**src/rtl/scpt_pkg.sv**
```systemverilog
// Purpose: Shared constants and types for the clock prescale and trim block
// Assumes: 125 MHz system clock, registers on a plain strobe port
// Notes: Offsets are local choices; no bus standard applies
package scpt_pkg;

  // ****************************************
  // Register map
  // ****************************************
  localparam logic [3:0] OFS_TRIM = 4'h0;
  localparam logic [3:0] OFS_PRESCALE = 4'h1;
  localparam logic [3:0] OFS_TIMER_STAT = 4'h2;
  localparam logic [3:0] OFS_STATUS = 4'h3;

  // ****************************************
  // Fields and reset values
  // ****************************************
  localparam int PCE_BIT = 7;
  localparam logic [3:0] DIV_RESET_PLAIN = 4'h0;
  localparam logic [3:0] DIV_RESET_DIV8 = 4'h3;
  localparam logic [3:0] DIV_MAX_CODE = 4'h8;
  localparam logic [3:0] SRC_EXTERNAL = 4'h0;
  localparam logic [3:0] SRC_INTERNAL_RC = 4'h2;
  localparam logic [7:0] TRIM_FACTORY_DEFAULT = 8'h80;
  localparam int TIMER_EXT_BIT = 4;

  // ****************************************
  // Timing
  // ****************************************
  localparam int CLOCK_MHZ = 125;
  localparam logic [2:0] PCE_WINDOW_CYCLES = 3'h4;
  localparam int BASE_DELAY_CK = 14;
  localparam int SLEEP_WAKE_CK = 6;
  localparam int DELAY_SHORT_US = 4100;
  localparam int DELAY_LONG_US = 65000;
  localparam int DELAY_SHORT_CYC = DELAY_SHORT_US * CLOCK_MHZ;
  localparam int DELAY_LONG_CYC = DELAY_LONG_US * CLOCK_MHZ;

  typedef enum logic [1:0] {
    SCPT_ST_START,
    SCPT_ST_RUN,
    SCPT_ST_WAKE
  } scpt_state_e;

  typedef struct packed {
    logic [3:0] addr;
    logic [7:0] wdata;
    logic wr;
    logic rd;
  } scpt_bus_s;

  typedef struct packed {
    logic [3:0] source;
    logic [1:0] startup;
    logic clock_out;
    logic div8;
  } scpt_fuse_s;

endpackage

```
**src/rtl/scpt_top.sv**
```systemverilog
// Purpose: Oscillator trim, start-up delay, clock output and protected system prescaler
// Assumes: Fuses are static; pins are sampled through two flops
// Notes: Divided clock is delivered as a one-cycle enable pulse
//
// Contract
// - Load factory trim byte during reset; code holds 0x80 in reset and loads the byte on the first cycle after it
// - Trim top bit selects low/high range
// - Low seven trim bits tune within range
// - Fuse code 0000 selects external clock
// - Start-up delays per start-up fuse code
// - Clock-out fuse drives clock on pin
// - Clock-out pin carries divided clock; at division code 0 the pin toggles each cycle, half the clock rate
// - Timer oscillator only with internal RC
// - Timer external-clock bit selects clock input
// - Prescaler divides all system clocks
// - Change-enable set only with others zero
// - Change-enable clears after four cycles
// - Rewrite neither restarts nor clears window
// - Division write accepted only in window
// - Division reset value from divide-eight fuse
// - Any division value writable regardless fuse
// - Division is two to the code
// - Switching divisions is glitch-free
// - New division active within bounded time
//
// Chosen here: the plain strobed port and the address map.
`timescale 1ns/1ps
`default_nettype none
module scpt_top #(
  parameter int SHORT_DELAY_CYC = scpt_pkg::DELAY_SHORT_CYC,
  parameter int LONG_DELAY_CYC = scpt_pkg::DELAY_LONG_CYC
) (
  // Clock and reset
  input wire logic clock,
  input wire logic reset,
  // Register port
  input wire scpt_pkg::scpt_bus_s bus,
  output logic [7:0] rdata,
  // Fuses and factory data
  input wire scpt_pkg::scpt_fuse_s fuses,
  input wire logic [7:0] factory_trim,
  input wire logic wake_request,
  // Pins
  input wire logic crystal_in_pin,
  input wire logic timer_osc_in_pin,
  output logic clock_out_pin,
  output logic clock_out_pin_oe_n,
  // Clock results
  output logic sys_clock_en,
  output logic core_ready,
  output logic use_external_clock,
  output logic [7:0] osc_trim_out,
  output logic timer_osc_enable,
  output logic timer_clock_in
);

  // ****************************************
  // Input synchronisers
  // ****************************************
  logic [1:0] xtal_sync_reg;
  logic [1:0] tosc_sync_reg;
  always_ff @(posedge clock) begin
    xtal_sync_reg <= {xtal_sync_reg[0], crystal_in_pin};
    tosc_sync_reg <= {tosc_sync_reg[0], timer_osc_in_pin};
  end

  // ****************************************
  // Oscillator trim
  // ****************************************
  logic [7:0] osc_trim_reg;
  logic trim_loaded_reg;
  always_ff @(posedge clock) begin
    if (reset) begin
      trim_loaded_reg <= 1'b0;
      osc_trim_reg <= scpt_pkg::TRIM_FACTORY_DEFAULT;
    end else if (!trim_loaded_reg) begin
      trim_loaded_reg <= 1'b1;
      osc_trim_reg <= factory_trim;
    end else if (bus.wr && bus.addr == scpt_pkg::OFS_TRIM) begin
      // Bit 7 range, bits 6..0 fine step; analog side decodes
      osc_trim_reg <= bus.wdata;
    end
  end
  always_ff @(posedge clock) begin
    osc_trim_out <= osc_trim_reg;
  end

  // ****************************************
  // Timer oscillator
  // ****************************************
  logic timer_ext_reg;
  always_ff @(posedge clock) begin
    if (reset) begin
      timer_ext_reg <= 1'b0;
    end else if (bus.wr && bus.addr == scpt_pkg::OFS_TIMER_STAT) begin
      timer_ext_reg <= bus.wdata[scpt_pkg::TIMER_EXT_BIT];
    end
  end
  logic rc_selected;
  assign rc_selected = fuses.source == scpt_pkg::SRC_INTERNAL_RC;
  always_ff @(posedge clock) begin
    if (reset) begin
      timer_osc_enable <= 1'b0;
      timer_clock_in <= 1'b0;
    end else begin
      timer_osc_enable <= rc_selected;
      // Gated to zero when pins belong to the main clock
      timer_clock_in <= rc_selected && timer_ext_reg && tosc_sync_reg[1];
    end
  end

  // ****************************************
  // Start-up delay
  // ****************************************
  scpt_pkg::scpt_state_e state_reg;
  logic [31:0] start_cnt_reg;
  logic [31:0] start_target;
  always_comb begin
    unique case (fuses.startup)
      2'b00: start_target = 32'(scpt_pkg::BASE_DELAY_CK);
      2'b01: start_target = 32'(scpt_pkg::BASE_DELAY_CK + SHORT_DELAY_CYC);
      2'b10: start_target = 32'(scpt_pkg::BASE_DELAY_CK + LONG_DELAY_CYC);
      // Reserved code treated as the longest delay
      default: start_target = 32'(scpt_pkg::BASE_DELAY_CK + LONG_DELAY_CYC);
    endcase
  end
  always_ff @(posedge clock) begin
    if (reset) begin
      state_reg <= scpt_pkg::SCPT_ST_START;
      start_cnt_reg <= 32'h0;
      core_ready <= 1'b0;
    end else begin
      unique case (state_reg)
        scpt_pkg::SCPT_ST_START: begin
          start_cnt_reg <= start_cnt_reg + 32'h1;
          if (start_cnt_reg + 32'h1 >= start_target) begin
            state_reg <= scpt_pkg::SCPT_ST_RUN;
            core_ready <= 1'b1;
          end
        end
        scpt_pkg::SCPT_ST_RUN: begin
          if (wake_request) begin
            state_reg <= scpt_pkg::SCPT_ST_WAKE;
            start_cnt_reg <= 32'h0;
            core_ready <= 1'b0;
          end
        end
        scpt_pkg::SCPT_ST_WAKE: begin
          start_cnt_reg <= start_cnt_reg + 32'h1;
          if (start_cnt_reg + 32'h1 >= 32'(scpt_pkg::SLEEP_WAKE_CK)) begin
            state_reg <= scpt_pkg::SCPT_ST_RUN;
            core_ready <= 1'b1;
          end
        end
        // Unused code: back to start-up, with the count and core_ready kept, rather than hang
        default: state_reg <= scpt_pkg::SCPT_ST_START;
      endcase
    end
  end
  always_ff @(posedge clock) begin
    if (reset) begin
      use_external_clock <= 1'b0;
    end else begin
      use_external_clock <= fuses.source == scpt_pkg::SRC_EXTERNAL;
    end
  end

  // ****************************************
  // Prescale register
  // ****************************************
  logic pce_reg;
  logic [2:0] pce_cnt_reg;
  logic [3:0] div_reg;
  logic div_loaded_reg;
  logic presc_wr;
  assign presc_wr = bus.wr && bus.addr == scpt_pkg::OFS_PRESCALE;
  always_ff @(posedge clock) begin
    if (reset) begin
      pce_reg <= 1'b0;
      pce_cnt_reg <= 3'h0;
    end else if (presc_wr && !bus.wdata[scpt_pkg::PCE_BIT] && pce_reg) begin
      pce_reg <= 1'b0;
      pce_cnt_reg <= 3'h0;
    end else if (presc_wr && bus.wdata == 8'h80 && !pce_reg) begin
      pce_reg <= 1'b1;
      pce_cnt_reg <= scpt_pkg::PCE_WINDOW_CYCLES - 3'h1;
    end else if (pce_reg) begin
      // A rewrite of 0x80 lands here and the count keeps running down
      if (pce_cnt_reg == 3'h0) begin
        pce_reg <= 1'b0;
      end else begin
        pce_cnt_reg <= pce_cnt_reg - 3'h1;
      end
    end
  end
  always_ff @(posedge clock) begin
    if (reset) begin
      div_loaded_reg <= 1'b0;
      div_reg <= scpt_pkg::DIV_RESET_PLAIN;
    end else if (!div_loaded_reg) begin
      div_loaded_reg <= 1'b1;
      div_reg <= fuses.div8 ? scpt_pkg::DIV_RESET_DIV8 : scpt_pkg::DIV_RESET_PLAIN;
    end else if (presc_wr && pce_reg && !bus.wdata[scpt_pkg::PCE_BIT]) begin
      div_reg <= bus.wdata[3:0];
    end
  end

  // ****************************************
  // Divider
  // ****************************************
  // Reserved codes clamp to the largest divide
  function automatic logic [8:0] div_span(input logic [3:0] code);
    logic [3:0] c;
    c = (code > scpt_pkg::DIV_MAX_CODE) ? scpt_pkg::DIV_MAX_CODE : code;
    return 9'(9'h1 << c);
  endfunction
  logic [8:0] div_cnt_reg;
  logic [8:0] span_reg;
  logic clk_phase_reg;
  always_ff @(posedge clock) begin
    if (reset) begin
      div_cnt_reg <= 9'h0;
      span_reg <= 9'h1;
      sys_clock_en <= 1'b0;
    end else begin
      sys_clock_en <= 1'b0;
      if (div_cnt_reg + 9'h1 >= span_reg) begin
        div_cnt_reg <= 9'h0;
        sys_clock_en <= 1'b1;
        // New span only at a period boundary: no short period appears
        span_reg <= div_span(div_reg);
      end else begin
        div_cnt_reg <= div_cnt_reg + 9'h1;
      end
    end
  end
  always_ff @(posedge clock) begin
    if (reset) begin
      clk_phase_reg <= 1'b0;
    end else if (span_reg == 9'h1) begin
      clk_phase_reg <= ~clk_phase_reg;
    end else begin
      clk_phase_reg <= div_cnt_reg < (span_reg >> 1);
    end
  end

  // ****************************************
  // Clock output pin
  // ****************************************
  always_ff @(posedge clock) begin
    // Driven during reset too; fuse is static
    clock_out_pin_oe_n <= !fuses.clock_out;
    clock_out_pin <= fuses.clock_out && clk_phase_reg;
  end

  // ****************************************
  // Read port
  // ****************************************
  always_ff @(posedge clock) begin
    if (reset) begin
      rdata <= 8'h0;
    end else if (bus.rd) begin
      unique case (bus.addr)
        scpt_pkg::OFS_TRIM: rdata <= osc_trim_reg;
        scpt_pkg::OFS_PRESCALE: rdata <= {pce_reg, 3'h0, div_reg};
        scpt_pkg::OFS_TIMER_STAT: rdata <= {3'h0, timer_ext_reg, 4'h0};
        scpt_pkg::OFS_STATUS: rdata <= {5'h0, xtal_sync_reg[1], use_external_clock, core_ready};
        default: rdata <= 8'h0;
      endcase
    end else begin
      rdata <= 8'h0;
    end
  end

  // ****************************************
  // Checks
  // ****************************************
  property p_pce_timeout;
    @(posedge clock) disable iff (reset)
    (presc_wr && bus.wdata == 8'h80 && !pce_reg)
      ##1 (!(presc_wr && !bus.wdata[scpt_pkg::PCE_BIT])) [*4] |-> pce_reg ##1 !pce_reg;
  endproperty
  a_pce_timeout: assert property (p_pce_timeout) else $error("Change enable timing wrong");

  property p_pce_needs_zero;
    @(posedge clock) disable iff (reset)
    (!pce_reg && presc_wr && bus.wdata != 8'h80) |=> !pce_reg;
  endproperty
  a_pce_needs_zero: assert property (p_pce_needs_zero) else $error("Change enable set wrongly");

  property p_div_guard;
    @(posedge clock) disable iff (reset)
    (div_loaded_reg && !(presc_wr && pce_reg)) |=> $stable(div_reg);
  endproperty
  a_div_guard: assert property (p_div_guard) else $error("Division changed outside window");

  property p_div_write;
    @(posedge clock) disable iff (reset)
    (div_loaded_reg && presc_wr && pce_reg && !bus.wdata[7]) |=> !pce_reg && div_reg == $past(bus.wdata[3:0]);
  endproperty
  a_div_write: assert property (p_div_write) else $error("Division write lost");

  property p_span_change;
    @(posedge clock) disable iff (reset)
    $changed(span_reg) |-> sys_clock_en;
  endproperty
  a_span_change: assert property (p_span_change) else $error("Span changed mid period");

  property p_wake;
    @(posedge clock) disable iff (reset)
    (state_reg == scpt_pkg::SCPT_ST_RUN && wake_request) |=> !core_ready [*6] ##1 core_ready;
  endproperty
  a_wake: assert property (p_wake) else $error("Wake delay wrong");

  property p_clock_out;
    @(posedge clock) !fuses.clock_out |=> clock_out_pin_oe_n && !clock_out_pin;
  endproperty
  a_clock_out: assert property (p_clock_out) else $error("Clock pin driven without fuse");

  property p_timer_gate;
    @(posedge clock) disable iff (reset)
    !rc_selected |=> !timer_osc_enable && !timer_clock_in;
  endproperty
  a_timer_gate: assert property (p_timer_gate) else $error("Timer oscillator not gated");

  property p_trim_load;
    @(posedge clock) disable iff (reset)
    !trim_loaded_reg |=> osc_trim_reg == $past(factory_trim);
  endproperty
  a_trim_load: assert property (p_trim_load) else $error("Factory trim not loaded");

  property p_div_reset;
    @(posedge clock) disable iff (reset)
    !div_loaded_reg |=> div_reg == ($past(fuses.div8) ? scpt_pkg::DIV_RESET_DIV8 : 4'h0);
  endproperty
  a_div_reset: assert property (p_div_reset) else $error("Division reset value wrong");

  property p_span_code;
    @(posedge clock) disable iff (reset)
    (sys_clock_en && $past(div_reg) <= scpt_pkg::DIV_MAX_CODE)
      |-> span_reg == (9'h1 << $past(div_reg));
  endproperty
  a_span_code: assert property (p_span_code) else $error("Division not a power of two");

  property p_div_take;
    @(posedge clock) disable iff (reset)
    (div_loaded_reg && !$stable(div_reg)) |-> ##[0:257] span_reg == div_span(div_reg);
  endproperty
  a_div_take: assert property (p_div_take) else $error("New division not taken in time");

  property p_prescale_read;
    @(posedge clock) disable iff (reset)
    (bus.rd && bus.addr == scpt_pkg::OFS_PRESCALE) |=> rdata == {$past(pce_reg), 3'h0, $past(div_reg)};
  endproperty
  a_prescale_read: assert property (p_prescale_read) else $error("Prescale read wrong");

  property p_source;
    @(posedge clock) disable iff (reset)
    1'b1 |=> use_external_clock == ($past(fuses.source) == scpt_pkg::SRC_EXTERNAL);
  endproperty
  a_source: assert property (p_source) else $error("External source flag wrong");

  c_window_rewrite: cover property (@(posedge clock) pce_reg && presc_wr && bus.wdata == 8'h80);

  c_prescale_change: cover property (@(posedge clock) pce_reg ##1 (presc_wr && pce_reg));
  c_pce_expire: cover property (@(posedge clock) pce_reg ##1 !pce_reg && !presc_wr);
  c_wake: cover property (@(posedge clock) state_reg == scpt_pkg::SCPT_ST_WAKE);

endmodule
`default_nettype wire

```
**config.mk**
```make
export PLATFORM = sky130hd
export DESIGN_NAME = scpt_top
export DESIGN_NICKNAME = d
export VERILOG_FILES = /design/src/rtl/scpt_pkg.sv /design/src/rtl/scpt_top.sv
export SDC_FILE = /design/constraint.sdc
export NUM_CORES = 1
export LEC_CHECK = 0
export BUFFER_PORTS_ARGS = -buffer_cell sky130_fd_sc_hd__buf_2
export CAP_MARGIN = 20
export CELL_PAD_IN_SITES_DETAIL_PLACEMENT = 0
export CELL_PAD_IN_SITES_GLOBAL_PLACEMENT = 1
export CORE_UTILIZATION = 40
export DETAILED_ROUTE_END_ITERATION = 12
export GPL_TIMING_DRIVEN = 0
export PLACE_DENSITY_LB_ADDON = 0.08
export SLEW_MARGIN = 15
export SYNTH_ARGS = -nofsm -noshare
export SYNTH_HDL_FRONTEND = slang
export SYNTH_SLANG_ARGS = --single-unit
```
**constraint.sdc**
```tcl
create_clock -name clock -period 3.4 [get_ports clock]
set_clock_uncertainty 0.1 [all_clocks]
set_input_delay 0 -clock clock [delete_from_list [all_inputs] [get_ports clock]]
set_output_delay 0 -clock clock [all_outputs]
set_load 0.02 [all_outputs]
```
==> metrics.md, run 1 <==
| Metric | Value |
|---|---|
| Top cells by area, synth | `dfxtp_1, ha_1, nor2_1, xnor2_1, a21oi_1` |
| Starting Density | `0.410` |
| DRC | `0` |
| Final Max Slew Viols | `0` |
| Die Y | `118 um` |
| Layout cells sized above 1 | `0.163` |
| CP startpoint | `start_cnt_reg[0]$_SDFFE_PP0P_` |
| Full die area | `14000 um2` |
| Drt initial violations | `320` |
| Total grt overflow | `0` |
| Crit path top cell by count | `buf_6` |
| Post-synth EDFFs | `0` |
| Final WL | `15.6 mm` |
| Vias in the first global route | `4829` |
| Synth unique cells | `57` |
| Port Buffers | `55` |
| Largest net degree at the start of global routing | `17` |
| Buf+Inv Stages, Crit Path | `2` |
| CP cell instances | `ha_4, buf_6, nand4_4, or3_1, buf_6, xnor2_2, ha_1, and4_4, nand3_2, a21o_1, a311oi_2, a2111oi_2, nor4_2, o211ai_1, nand3_1` |
| Slew Limit Headroom | `0.336` |
| Worst slew pin tran | `997 ps` |
| Share of flip-flops with an asynchronous set or reset | `0` |
| Leakage power | `2.93 nW` |
| Critical path class | `flop to flop` |
| Met3 routed WL | `628 um` |
| Reg clk slew, reported paths | `70 ps` |
| Routability cong. | `0.847` |
| Syn Nets | `723` |
| Setup violations, final | `0` |
| Initial antenna violation count | `0` |
| R2R Setup Slk | `140 ps` |
| GR Util All Layers | `0.225` |
| Ant diodes | `0` |
| Via density | `5.45` |
| Capture point of the worst reg-to-reg path | `state_reg[0]$_SDFFE_PP0P_` |
| Crit path DAT | `3450 ps` |
| Root Buffer | `clkbuf_16` |
| Status | `finished clean` |
| Fin worst setup slack | `142 ps` |
| Min-delay worst type | `input pin to flop` |
| Layout area overhead | `26.8%` |
| Yosys warning count | `0` |
| Cell count of the worst hold path | `4` |
| Layout Nets | `838` |
| Count leader, synth | `dfxtp_1` |
| Average size of a mapped cell | `8.32 um2` |
| Slowest CP cell | `or3_1` |
| Total negative slack | `0 ps` |
| H-tree lvl count | `3` |
| Number of cells produced by synthesis | `652` |
| Met1 wire length | `7.25 mm` |
| Seq/Total Area, Yosys | `0.361` |
| Crit share post-route | `0.958` |
| Detailed-route via count | `5160` |
| Hold Violations, Final | `0` |
| RSZ-0062 raised after global routing | `true` |
| Pwr Density | `428 nW/um2` |
| Detailed placer's ending HPWL | `11.1 mm` |
| Max VDD drop | `0.251 mV` |
| Post-Place Cells | `883` |
| Clk Latency, worst-skew pair | `350 ps` |
| CTS tree | `built` |
| Drt wl/cell | `16.5 um` |
| Slowest stage delay, CP | `400 ps` |
| Top routing layer in use | `met4` |
| Wire length on met2 | `7.42 mm` |
| CTS buffer count | `9` |
| Max reg flops | `32` |
| Fmax achieved | `307 MHz` |
| Num Clock Sinks | `98` |
| Yosys top cell by area | `dfxtp_1` |
| R2R Path Start | `start_cnt_reg[0]$_SDFFE_PP0P_` |
| Worst setup SP type | `flop` |
| Max Cap Viol | `0` |
| Netlist Area Pre-Place | `5430 um2` |
| Primary FF master, synth | `dfxtp_1` |
| Routed Antenna Nets | `0` |
| Bufs on Longest Clock Path | `2` |
| Hold_sp | `bus[1]` |
| Rows | `42` |
| Setup WS pre-CTS | `-788 ps` |
| Worst endpoint required time | `3590 ps` |
| Path depth of the worst reg2reg path | `15` |
| Commonest cells in the netlist | `dfxtp_1, nor2_1, nand2_1` |
| Die width | `118 um` |
| Share of Yosys cell area claimed by the top area cell type | `0.361` |
| Tmin final | `3260 ps` |
| #FFs+latches synth | `98` |
| DRT Pass-1 Iters | `5` |
| First-pass GRT wire length | `25.0 mm` |
| # IOs | `58` |
| CORE AREA | `13200 um2` |
| WHS Endpoint | `pce_cnt_reg[0]$_SDFFE_PP0P_` |
| Critical path endpoint category | `flop` |
| Max FO, Critical Path | `7` |
| Post-layout util | `0.520` |
| Delay-heaviest family, CP | `simple AND/OR/NAND/NOR gates` |
| Non-filler cells, final | `947` |
==> cell type report <==
cell class                      instances  area [um2]
Buffer                                 38         199
Clock buffer                           10         229
Clock inverter                          5        62.6
Fill cell                            1265        6360
Inverter                               32         120
Multi-Input combinational cell        483        3340
Sequential cell                        98        1970
Tap cell                              176         220
Timing Repair Buffer                  105         741
==> routing by layer <==
metal | vias to the layer above | track usage
li1 | 2586 | -
met1 | 2438 | 0.297
met2 | 116 | 0.374
met3 | 20 | 0.0299
met4 | 0 | 0.0847
met5 | - | 0
==> through the flow <==
step | hold WS (ps) | total power [W] | instance area [um2]
final | 105 | 0.00294 | 6880
after global routing | 142 | 0.00308 | 6880
after CTS | 96.8 | 0.00293 | 6650
after detailed placement | 5.62 | 0.00186 | 5920
after global placement | 4.27 | 0.00185 | 5920
after floorplan | -72.3 | 0.00166 | 5430
==> worst register-to-register path, stage by stage, from the launching register on <==
cell,delay [ps]
dfxtp_4,370
ha_4,130
buf_6,110
nand4_4,140
or3_1,400
buf_6,130
xnor2_2,120
ha_1,280
and4_4,220
nand3_2,60
a21o_1,180
a311oi_2,300
a2111oi_2,100
nor4_2,310
o211ai_1,150
nand3_1,90
==> cell usage in the layout, fill, tap and decap left out, drive strengths merged, types with 26 or more instances in the layout <==
cell type / instances
dfxtp: 98
buf: 80
nor2: 71
nand2: 41
clkbuf: 37
dlygate4sd3: 36
ha: 36
a21oi: 35
o21ai: 34
inv: 34
nand3: 26
==> power breakdown <==
group          internal [W]  switching (W)
Combinational      0.000258       0.000375
Clock              0.000572       0.000467
Sequential          0.00122      0.0000545
Total               0.00205       0.000896
==> worst max path at each step <==
stage | to | slack [ps] | depth (start not counted)
floorplan | state_reg[0]$_SDFFE_PP0P_ | 80 | 13
global placement | state_reg[0]$_SDFFE_PP0P_ | -790 | 13
detailed placement | state_reg[0]$_SDFFE_PP0P_ | -790 | 13
CTS | state_reg[0]$_SDFFE_PP0P_ | 2 | 15
global route | state_reg[0]$_SDFFE_PP0P_ | -60 | 14
finish | state_reg[0]$_SDFFE_PP0P_ | 140 | 15
==> cells by family after synthesis <==
logic type               Yosys count  synth area share
multiplexers                      18            0.0334
AO/OA/AOI/OAI                    139             0.164
adder cells (fa/ha/maj)           37            0.0848
buffers and inverters             71            0.0530
XOR/XNOR                          37            0.0597
AND/OR/NAND/NOR                  252             0.243
flip-flops                        98             0.361
==> repair_timing <==
item	in CTS	in global routing
buffers inserted	0	14
setup endpoints to repair	2	13
hold buffers	36	0
endpoints found under the hold margin	34	0
gates resized for setup	19	36
pin swaps	4	18
Power figures use the tool's default switching activity.
==> run 2: changes to the inputs <==
- CORE_ASPECT_RATIO: not set -> 0.7
==> run 2 against run 1 <==
Compared with the run above:
- die area hardly changed
- sequential cell count did not move
- sequential share of layout area grew 0.068 points
- routed wire length increased by 3.5%
- clock power hardly changed
- utilization grew 0.052 points
- clock-buffer cell count decreased by 1
- non-clock buffer count fell by 4
- first-iteration DRC count grew 15%
- highest routed layer unchanged
==> metrics.md, run 2 (same netlist as run 1, synthesis figures left out) <==
| Metric | Value |
|---|---|
| Status | `finished clean` |
| Rows | `35 (-17%)` |
| Max VDD drop | `0.275 mV (+9.4%)` |
| Final WL | `16.2 mm (+3.5%)` |
| Crit share post-route | `0.961 (+0.00254)` |
| Layout area overhead | `26.3%` |
| Hold WS | `110 ps (+5.21 ps)` |
| R2R Setup Slk | `130 ps (about the same)` |
| Critical Path End | `core_ready$_SDFFE_PP0P_` |
| Bufs on Longest Clock Path | `2 (unchanged)` |
| Detailed-route via count | `5166 (+0.12%)` |
| CTS tree | `built` |
| Tmin final | `3270 ps (+8.63 ps)` |
| Reg clk slew, reported paths | `80 ps (about the same)` |
| Worst endpoint required time | `3590 ps (about the same)` |
| Hold Violations, Final | `0 (unchanged)` |
| Initial antenna violation count | `0 (unchanged)` |
| Vias in the first global route | `4922 (+1.9%)` |
| Critical path endpoint category | `flop` |
| Final Max Slew Viols | `0 (unchanged)` |
| Layout Nets | `834 (-0.48%)` |
| Full die area | `14000 um2 (about the same)` |
| Leakage power | `2.89 nW (-1.5%)` |
| Layout cells sized above 1 | `0.160 (-0.00327)` |
| CTS buffer count | `9 (unchanged)` |
| Crit path DAT | `3460 ps (about the same)` |
| Max reg flops | `32 (unchanged)` |
| Min-delay worst type | `input pin to flop` |
| Cell count of the worst hold path | `4 (unchanged)` |
| Via density | `5.42 (-0.51%)` |
| Routed Antenna Nets | `0 (unchanged)` |
| Ant diodes | `0 (unchanged)` |
| # IOs | `58 (unchanged)` |
| Most frequent cells in the layout | `dfxtp_1, nor2_1, buf_2` |
| Fmax achieved | `306 MHz (-0.26%)` |
| Starting Density | `0.412 (+0.00191)` |
| Most common cell after layout, fill and taps aside | `dfxtp_1` |
| Non-filler cells, final | `953 (+0.63%)` |
| Hold_sp | `bus[11]` |
| Path depth of the worst reg2reg path | `15 (unchanged)` |
| Largest net degree at the start of global routing | `21 (+4)` |
| CP startpoint | `start_cnt_reg[0]$_SDFFE_PP0P_` |
| Clk Latency, worst-skew pair | `350 ps (about the same)` |
| Root Buffer | `clkbuf_16` |
| Die Y | `99.5 um (-16%)` |
| Die width | `141 um (+19%)` |
| Setup violations, final | `0 (unchanged)` |
| DRC | `0 (unchanged)` |
| Max FO, Critical Path | `6 (-1)` |
| H-tree lvl count | `3 (unchanged)` |
| Total grt overflow | `0 (unchanged)` |
| CORE AREA | `13200 um2 (-0.46%)` |
| Detailed placer's ending HPWL | `11.5 mm (+4.5%)` |
| R2R Path Start | `start_cnt_reg[0]$_SDFFE_PP0P_` |
| Post-Place Cells | `892 (+1.0%)` |
| Worst slew pin tran | `959 ps (-37.3 ps)` |
| Drt initial violations | `369 (+15%)` |
| Fin worst setup slack | `133 ps (-8.63 ps)` |
| Critical path class | `flop to flop` |
| Max Cap Viol | `0 (unchanged)` |
| DRT Pass-1 Iters | `5 (unchanged)` |
| Capture point of the worst reg-to-reg path | `core_ready$_SDFFE_PP0P_` |
| GR Util All Layers | `0.238 (+0.0131)` |
| Slew Limit Headroom | `0.355 (+0.0190)` |
| First-pass GRT wire length | `26.0 mm (+4.3%)` |
| Num Clock Sinks | `98 (unchanged)` |
| Setup WS pre-CTS | `-720 ps (+68.5 ps)` |
| Routability cong. | `0.882 (+4.0%)` |
| Drt wl/cell | `16.9 um (+2.9%)` |
| Pwr Density | `431 nW/um2 (+0.69%)` |
| Worst setup SP type | `flop` |
| Port Buffers | `55 (unchanged)` |
run 2: how the worst min path moves through the flow:
stage / to
CTS: rdata[1]$_SDFF_PP0_
global placement: xtal_sync_reg[0]$_DFF_P_
finish: rdata[1]$_SDFF_PP0_
global route: pce_cnt_reg[0]$_SDFFE_PP0P_
detailed placement: xtal_sync_reg[0]$_DFF_P_
floorplan: tosc_sync_reg[0]$_DFF_P_
run 2: stage by stage:
step / total power (W) / setup TNS (ps) / utilization / instance area (um2)
after floorplan: 0.00166 / 0 / - / 5430
after global placement: 0.00186 / -1490 / 0.450 / 5930
after detailed placement: 0.00186 / -1420 / 0.450 / 5930
after CTS: 0.00295 / 0 / 0.508 / 6700
after global routing: 0.00310 / -258 / 0.520 / 6860
final: 0.00295 / 0 / 0.520 / 6860
run 2: layout make-up:
class,instances,area (um2)
clock buffers,9,225
clock inverters,7,83.8
multi-input cells,483,3330
fillers,1261,6320
repair buffers,101,708
inverters,32,120
plain buffers,38,186
well taps,185,231
flip-flops and latches,98,1970
run 2: repair_timing:
item | CTS | global route
pin swaps | 7 | 10
endpoints found under the setup margin | 2 | 14
hold buffers | 35 | 0
endpoints found under the hold margin | 31 | 0
gates resized for setup | 19 | 28
buffers inserted | 4 | 7
run 2: layer usage:
layer / up-vias / GRT usage / wire, um
met5: - / 0 / 0
met4: 0 / 0.0376 / 53
met3: 6 / 0.0534 / 1070
met2: 161 / 0.353 / 6700
met1: 2411 / 0.355 / 8320
li1: 2588 / - / -
run 2: power breakdown:
part	internal, W	switching [W]
registers	0.00122	0.0000573
clock network	0.000526	0.000527
logic	0.000252	0.000375
total	0.00199	0.000959
run 2: worst max-delay path, cell delays in order (launching register included):
cell and delay [ps]:
dfxtp_4 390, ha_4 130, buf_6 120, nand4_4 110, or3_4 390, buf_6 140, xnor2_1 130, ha_1 290
and4_4 230, nand3_1 70, a21o_1 190, a311oi_2 260, a2111oi_2 100, nor4_2 320, o211ai_1 150, nand3_1 100
==> run 3: changes to the inputs <==
- ABC_AREA: not set -> 1
- CORE_UTILIZATION: 40 -> 38
==> run 3 against run 2 <==
Compared with the run above:
- synthesized area grew 5.1%
- register-to-register slack gained 200 ps
- critical path depth grew 4
- utilization shrank 4.9 points
- hold slack lost 81 ps
- fmax grew 6.4%
- synthesized cell count grew 31%
- highest routed layer unchanged
==> metrics.md, run 3 <==
| Metric | Value |
|---|---|
| Layout area overhead | `21.3%` |
| Delay-heaviest family, CP | `simple AND/OR/NAND/NOR gates` |
| Crit share post-route | `0.903 (-0.0577)` |
| Worst endpoint required time | `3590 ps (about the same)` |
| Vias in the first global route | `5423 (+10%)` |
| RSZ-0062 raised after global routing | `false` |
| CTS buffer count | `9 (unchanged)` |
| Port Buffers | `57 (+3.6%)` |
| Fmax achieved | `326 MHz (+6.4%)` |
| Share of flip-flops with an asynchronous set or reset | `0 (unchanged)` |
| Area of the multi-input gates | `3280 um2 (-1.7%)` |
| DRC | `0 (unchanged)` |
| Worst slew pin tran | `1000 ps (+44.8 ps)` |
| H-tree lvl count | `3 (unchanged)` |
| Starting Density | `0.389 (-0.0230)` |
| Non-filler cells, final | `1157 (+21%)` |
| Yosys warning count | `0 (unchanged)` |
| Average size of a mapped cell | `6.69 um2 (-20%)` |
| Most frequent cells in the layout | `nand2_1, inv_1, dfxtp_1` |
| Slowest stage delay, CP | `470 ps (+80 ps)` |
| Via density | `4.96 (-8.6%)` |
| Hold Violations, Final | `0 (unchanged)` |
| Total grt overflow | `0 (unchanged)` |
| DRT Pass-1 Iters | `7 (+2)` |
| Rows | `37 (+5.7%)` |
| Primary FF master, synth | `dfxtp_1` |
| Commonest cells in the netlist | `nand2_1, inv_1, dfxtp_1` |
| Min-delay worst type | `input pin to flop` |
| # IOs | `58 (unchanged)` |
| Routability cong. | `0.859 (-2.5%)` |
| Detailed-route via count | `5733 (+11%)` |
| Post-synth EDFFs | `0 (unchanged)` |
| Post-Place Cells | `1105 (+24%)` |
| Pwr Density | `371 nW/um2 (-14%)` |
| R2R Setup Slk | `330 ps (+200 ps)` |
| Synth unique cells | `41 (-28%)` |
| Compound-Gate Fraction of Synth Area | `0.0950 (-0.0694)` |
| CTS tree | `built` |
| Drt wl/cell | `14.7 um (-14%)` |
| Combinational share of power | `0.103 (-0.109)` |
| FF+latch area | `1960 um2 (-0.44%)` |
| Seq/Total Area, Yosys | `0.344 (-0.0176)` |
| Slowest CP cell | `dfxtp_1` |
| Post-synthesis simple-gate area fraction | `0.374 (+0.131)` |
| GR Util All Layers | `0.232 (-0.00622)` |
| Die Y | `105 um (+5.1%)` |
| Slew Limit Headroom | `0.326 (-0.0291)` |
| Max VDD drop | `0.244 mV (-11%)` |
| Crit path top cell by count | `nand2_1` |
| Final Max Slew Viols | `0 (unchanged)` |
| Top cells by area, synth | `dfxtp_1, nand2_1, ha_1, inv_1, nor2_1` |
| Power Internal | `0.00189 W (-5.1%)` |
| Full die area | `15500 um2 (+10%)` |
| Critical path endpoint category | `flop` |
| Total negative slack | `0 ps (unchanged)` |
| Max reg flops | `32 (unchanged)` |
| Layout fillers | `1530 (+21%)` |
| Yosys top cell by area | `dfxtp_1` |
| Initial antenna violation count | `0 (unchanged)` |
| CORE AREA | `14700 um2 (+11%)` |
| Clk Latency, worst-skew pair | `350 ps (about the same)` |
| Bufs on Longest Clock Path | `2 (unchanged)` |
| Sequential share of power | `0.470 (+0.039)` |
| Buf+Inv Stages, Crit Path | `1 (-1)` |
| Root Buffer | `clkbuf_16` |
| Max Cap Viol | `0 (unchanged)` |
| Tmin final | `3070 ps (-196 ps)` |
| Crit path DAT | `3260 ps (-200 ps)` |
| Post-synthesis mux area share | `0.00197 (-0.0315)` |
| Leakage power | `3.08 nW (+6.6%)` |
| Xor/xnor share of the synthesized area | `0.0213 (-0.0384)` |
| Largest family of logic cells by synthesized area | `simple AND/OR/NAND/NOR gates` |
| Reg clk slew, reported paths | `70 ps (about the same)` |
| Netlist Area Pre-Place | `5710 um2 (+5.1%)` |
| Most common cell after layout, fill and taps aside | `nand2_1` |
| #FFs+latches synth | `98 (unchanged)` |
| Setup violations, final | `0 (unchanged)` |
| Switching Share | `0.262 (-0.0628)` |
| Critical path class | `flop to flop` |
| Share of Yosys cell area claimed by the top area cell type | `0.344 (-0.0176)` |
| Routed Antenna Nets | `0 (unchanged)` |
| Psw | `0.000672 W (-30%)` |
| Max FO, Critical Path | `6 (unchanged)` |
| Hold WS | `28.9 ps (-80.8 ps)` |
| Largest net degree at the start of global routing | `18 (-14%)` |
| Worst setup SP type | `flop` |
| Synth Area in Adders | `0.0789 (-0.00588)` |
| First-pass GRT wire length | `27.8 mm (+6.9%)` |
| Layout cells sized above 1 | `0.133 (-0.0271)` |
| Ant diodes | `0 (unchanged)` |
| Num Clock Sinks | `98 (unchanged)` |
| Clock power frac | `0.427 (+0.070)` |
| Final WL | `17.0 mm (+5.0%)` |
| Die width | `148 um (+5.1%)` |
| Status | `finished clean` |
| Count leader, synth | `nand2_1` |
| Syn Nets | `924 (+28%)` |
| Detailed placer's ending HPWL | `13.1 mm (+13%)` |
| CP cell instances | `ha_2, nand3_2, nor2_4, nand4_1, nand2_1, inv_1, ha_1, nand2_1, nor2_1, nand3_1, nor3_1, nand2_1, nand3_1, nand3_1, nand3_2, nand3_1, nand2_1, nand2_1, nor2_2` |
| Number of cells produced by synthesis | `853 (+31%)` |
| Drt initial violations | `456 (+24%)` |
| Layout Nets | `1028 (+23%)` |
## run 3: cell count changes after synthesis, moves of 19 or more
cell and change:
a22oi_1 -19, nand2_1 +219, inv_1 +74, nand3_1 +25, nor4_1 -21, xnor2_1 -20
a21oi_1 +23
## run 3: worst paths after layout
kind                                  endpoint  depth (start not counted)                          start
setup / recovery       core_ready$_SDFFE_PP0P_                         19  start_cnt_reg[0]$_SDFFE_PP0P_
hold / removal    osc_trim_reg[5]$_SDFFE_PP0P_                          5                         bus[7]
setup reg to reg       core_ready$_SDFFE_PP0P_                         19  start_cnt_reg[0]$_SDFFE_PP0P_
hold reg to reg       xtal_sync_reg[1]$_DFF_P_                          0       xtal_sync_reg[0]$_DFF_P_
## run 3: layout make-up
cell class / instances / area share
timing repair buffer: 93 / 0.0933
buffer: 17 / 0.0101
multi-input combinational: 628 / 0.473
inverter: 110 / 0.0597
sequential: 98 / 0.283
clock buffer: 10 / 0.0345
tap: 195 / 0.0353
clock inverter: 6 / 0.0103
## run 3: through the flow
stage | util | area, um2 | power, W | setup slack (ps)
3_5_place_dp | 0.425 | 6230 | 0.00146 | 5.12
5_1_grt | 0.472 | 6920 | 0.00268 | 29.4
4_1_cts | 0.471 | 6910 | 0.00259 | 113
3_3_place_gp | 0.425 | 6230 | 0.00146 | 5.62
6_report | 0.472 | 6920 | 0.00256 | 329
2_1_floorplan | - | 5710 | 0.00138 | 751
## run 3: worst reg2reg max path, delay by kind of cell, from the launching register on
kind	cells	cell delay [ps]
flops	1	470
buf+inv	1	80
fa+ha+maj	2	590
simple gates	16	1780
## run 3: power by group through the flow
stage          clock network [W]  registers (W)  logic, W
6_report                 0.00110        0.00120  0.000265
5_1_grt                  0.00117        0.00121  0.000301
4_1_cts                  0.00112        0.00120  0.000263
3_5_place_dp                   0        0.00123  0.000233
3_3_place_gp                   0        0.00123  0.000229
2_1_floorplan                  0        0.00124  0.000137
## run 3: routing by layer
metal | global-route usage | vias up | share of wire | wire [um]
li1 | - | 2927 | - | -
met1 | 0.358 | 2645 | 0.53 | 9030
met2 | 0.320 | 148 | 0.39 | 6620
met3 | 0.0491 | 13 | 0.068 | 1150
met4 | 0.0530 | 0 | 0.0094 | 159
met5 | 0 | - | 0 | 0
## run 3: what timing repair did
item                                    4_1_cts  5_1_grt
hold buffers                                 36        0
hold endpoints to repair                     30        0
endpoints found under the setup margin        1        2
setup buffers                                 0        0
resized for setup                             1        3
## run 3: kinds of logic (layout without fill, tap and decap cells)
logic type                 Yosys count  count (layout)
and+or+nand+nor                    478             478
buffers and inverters              127             236
AOI/OAI and AO/OA                  100             100
DFF                                 98              98
adders and majority gates           36              36
xor gates and xnor gates            13              13
muxes                                1               1
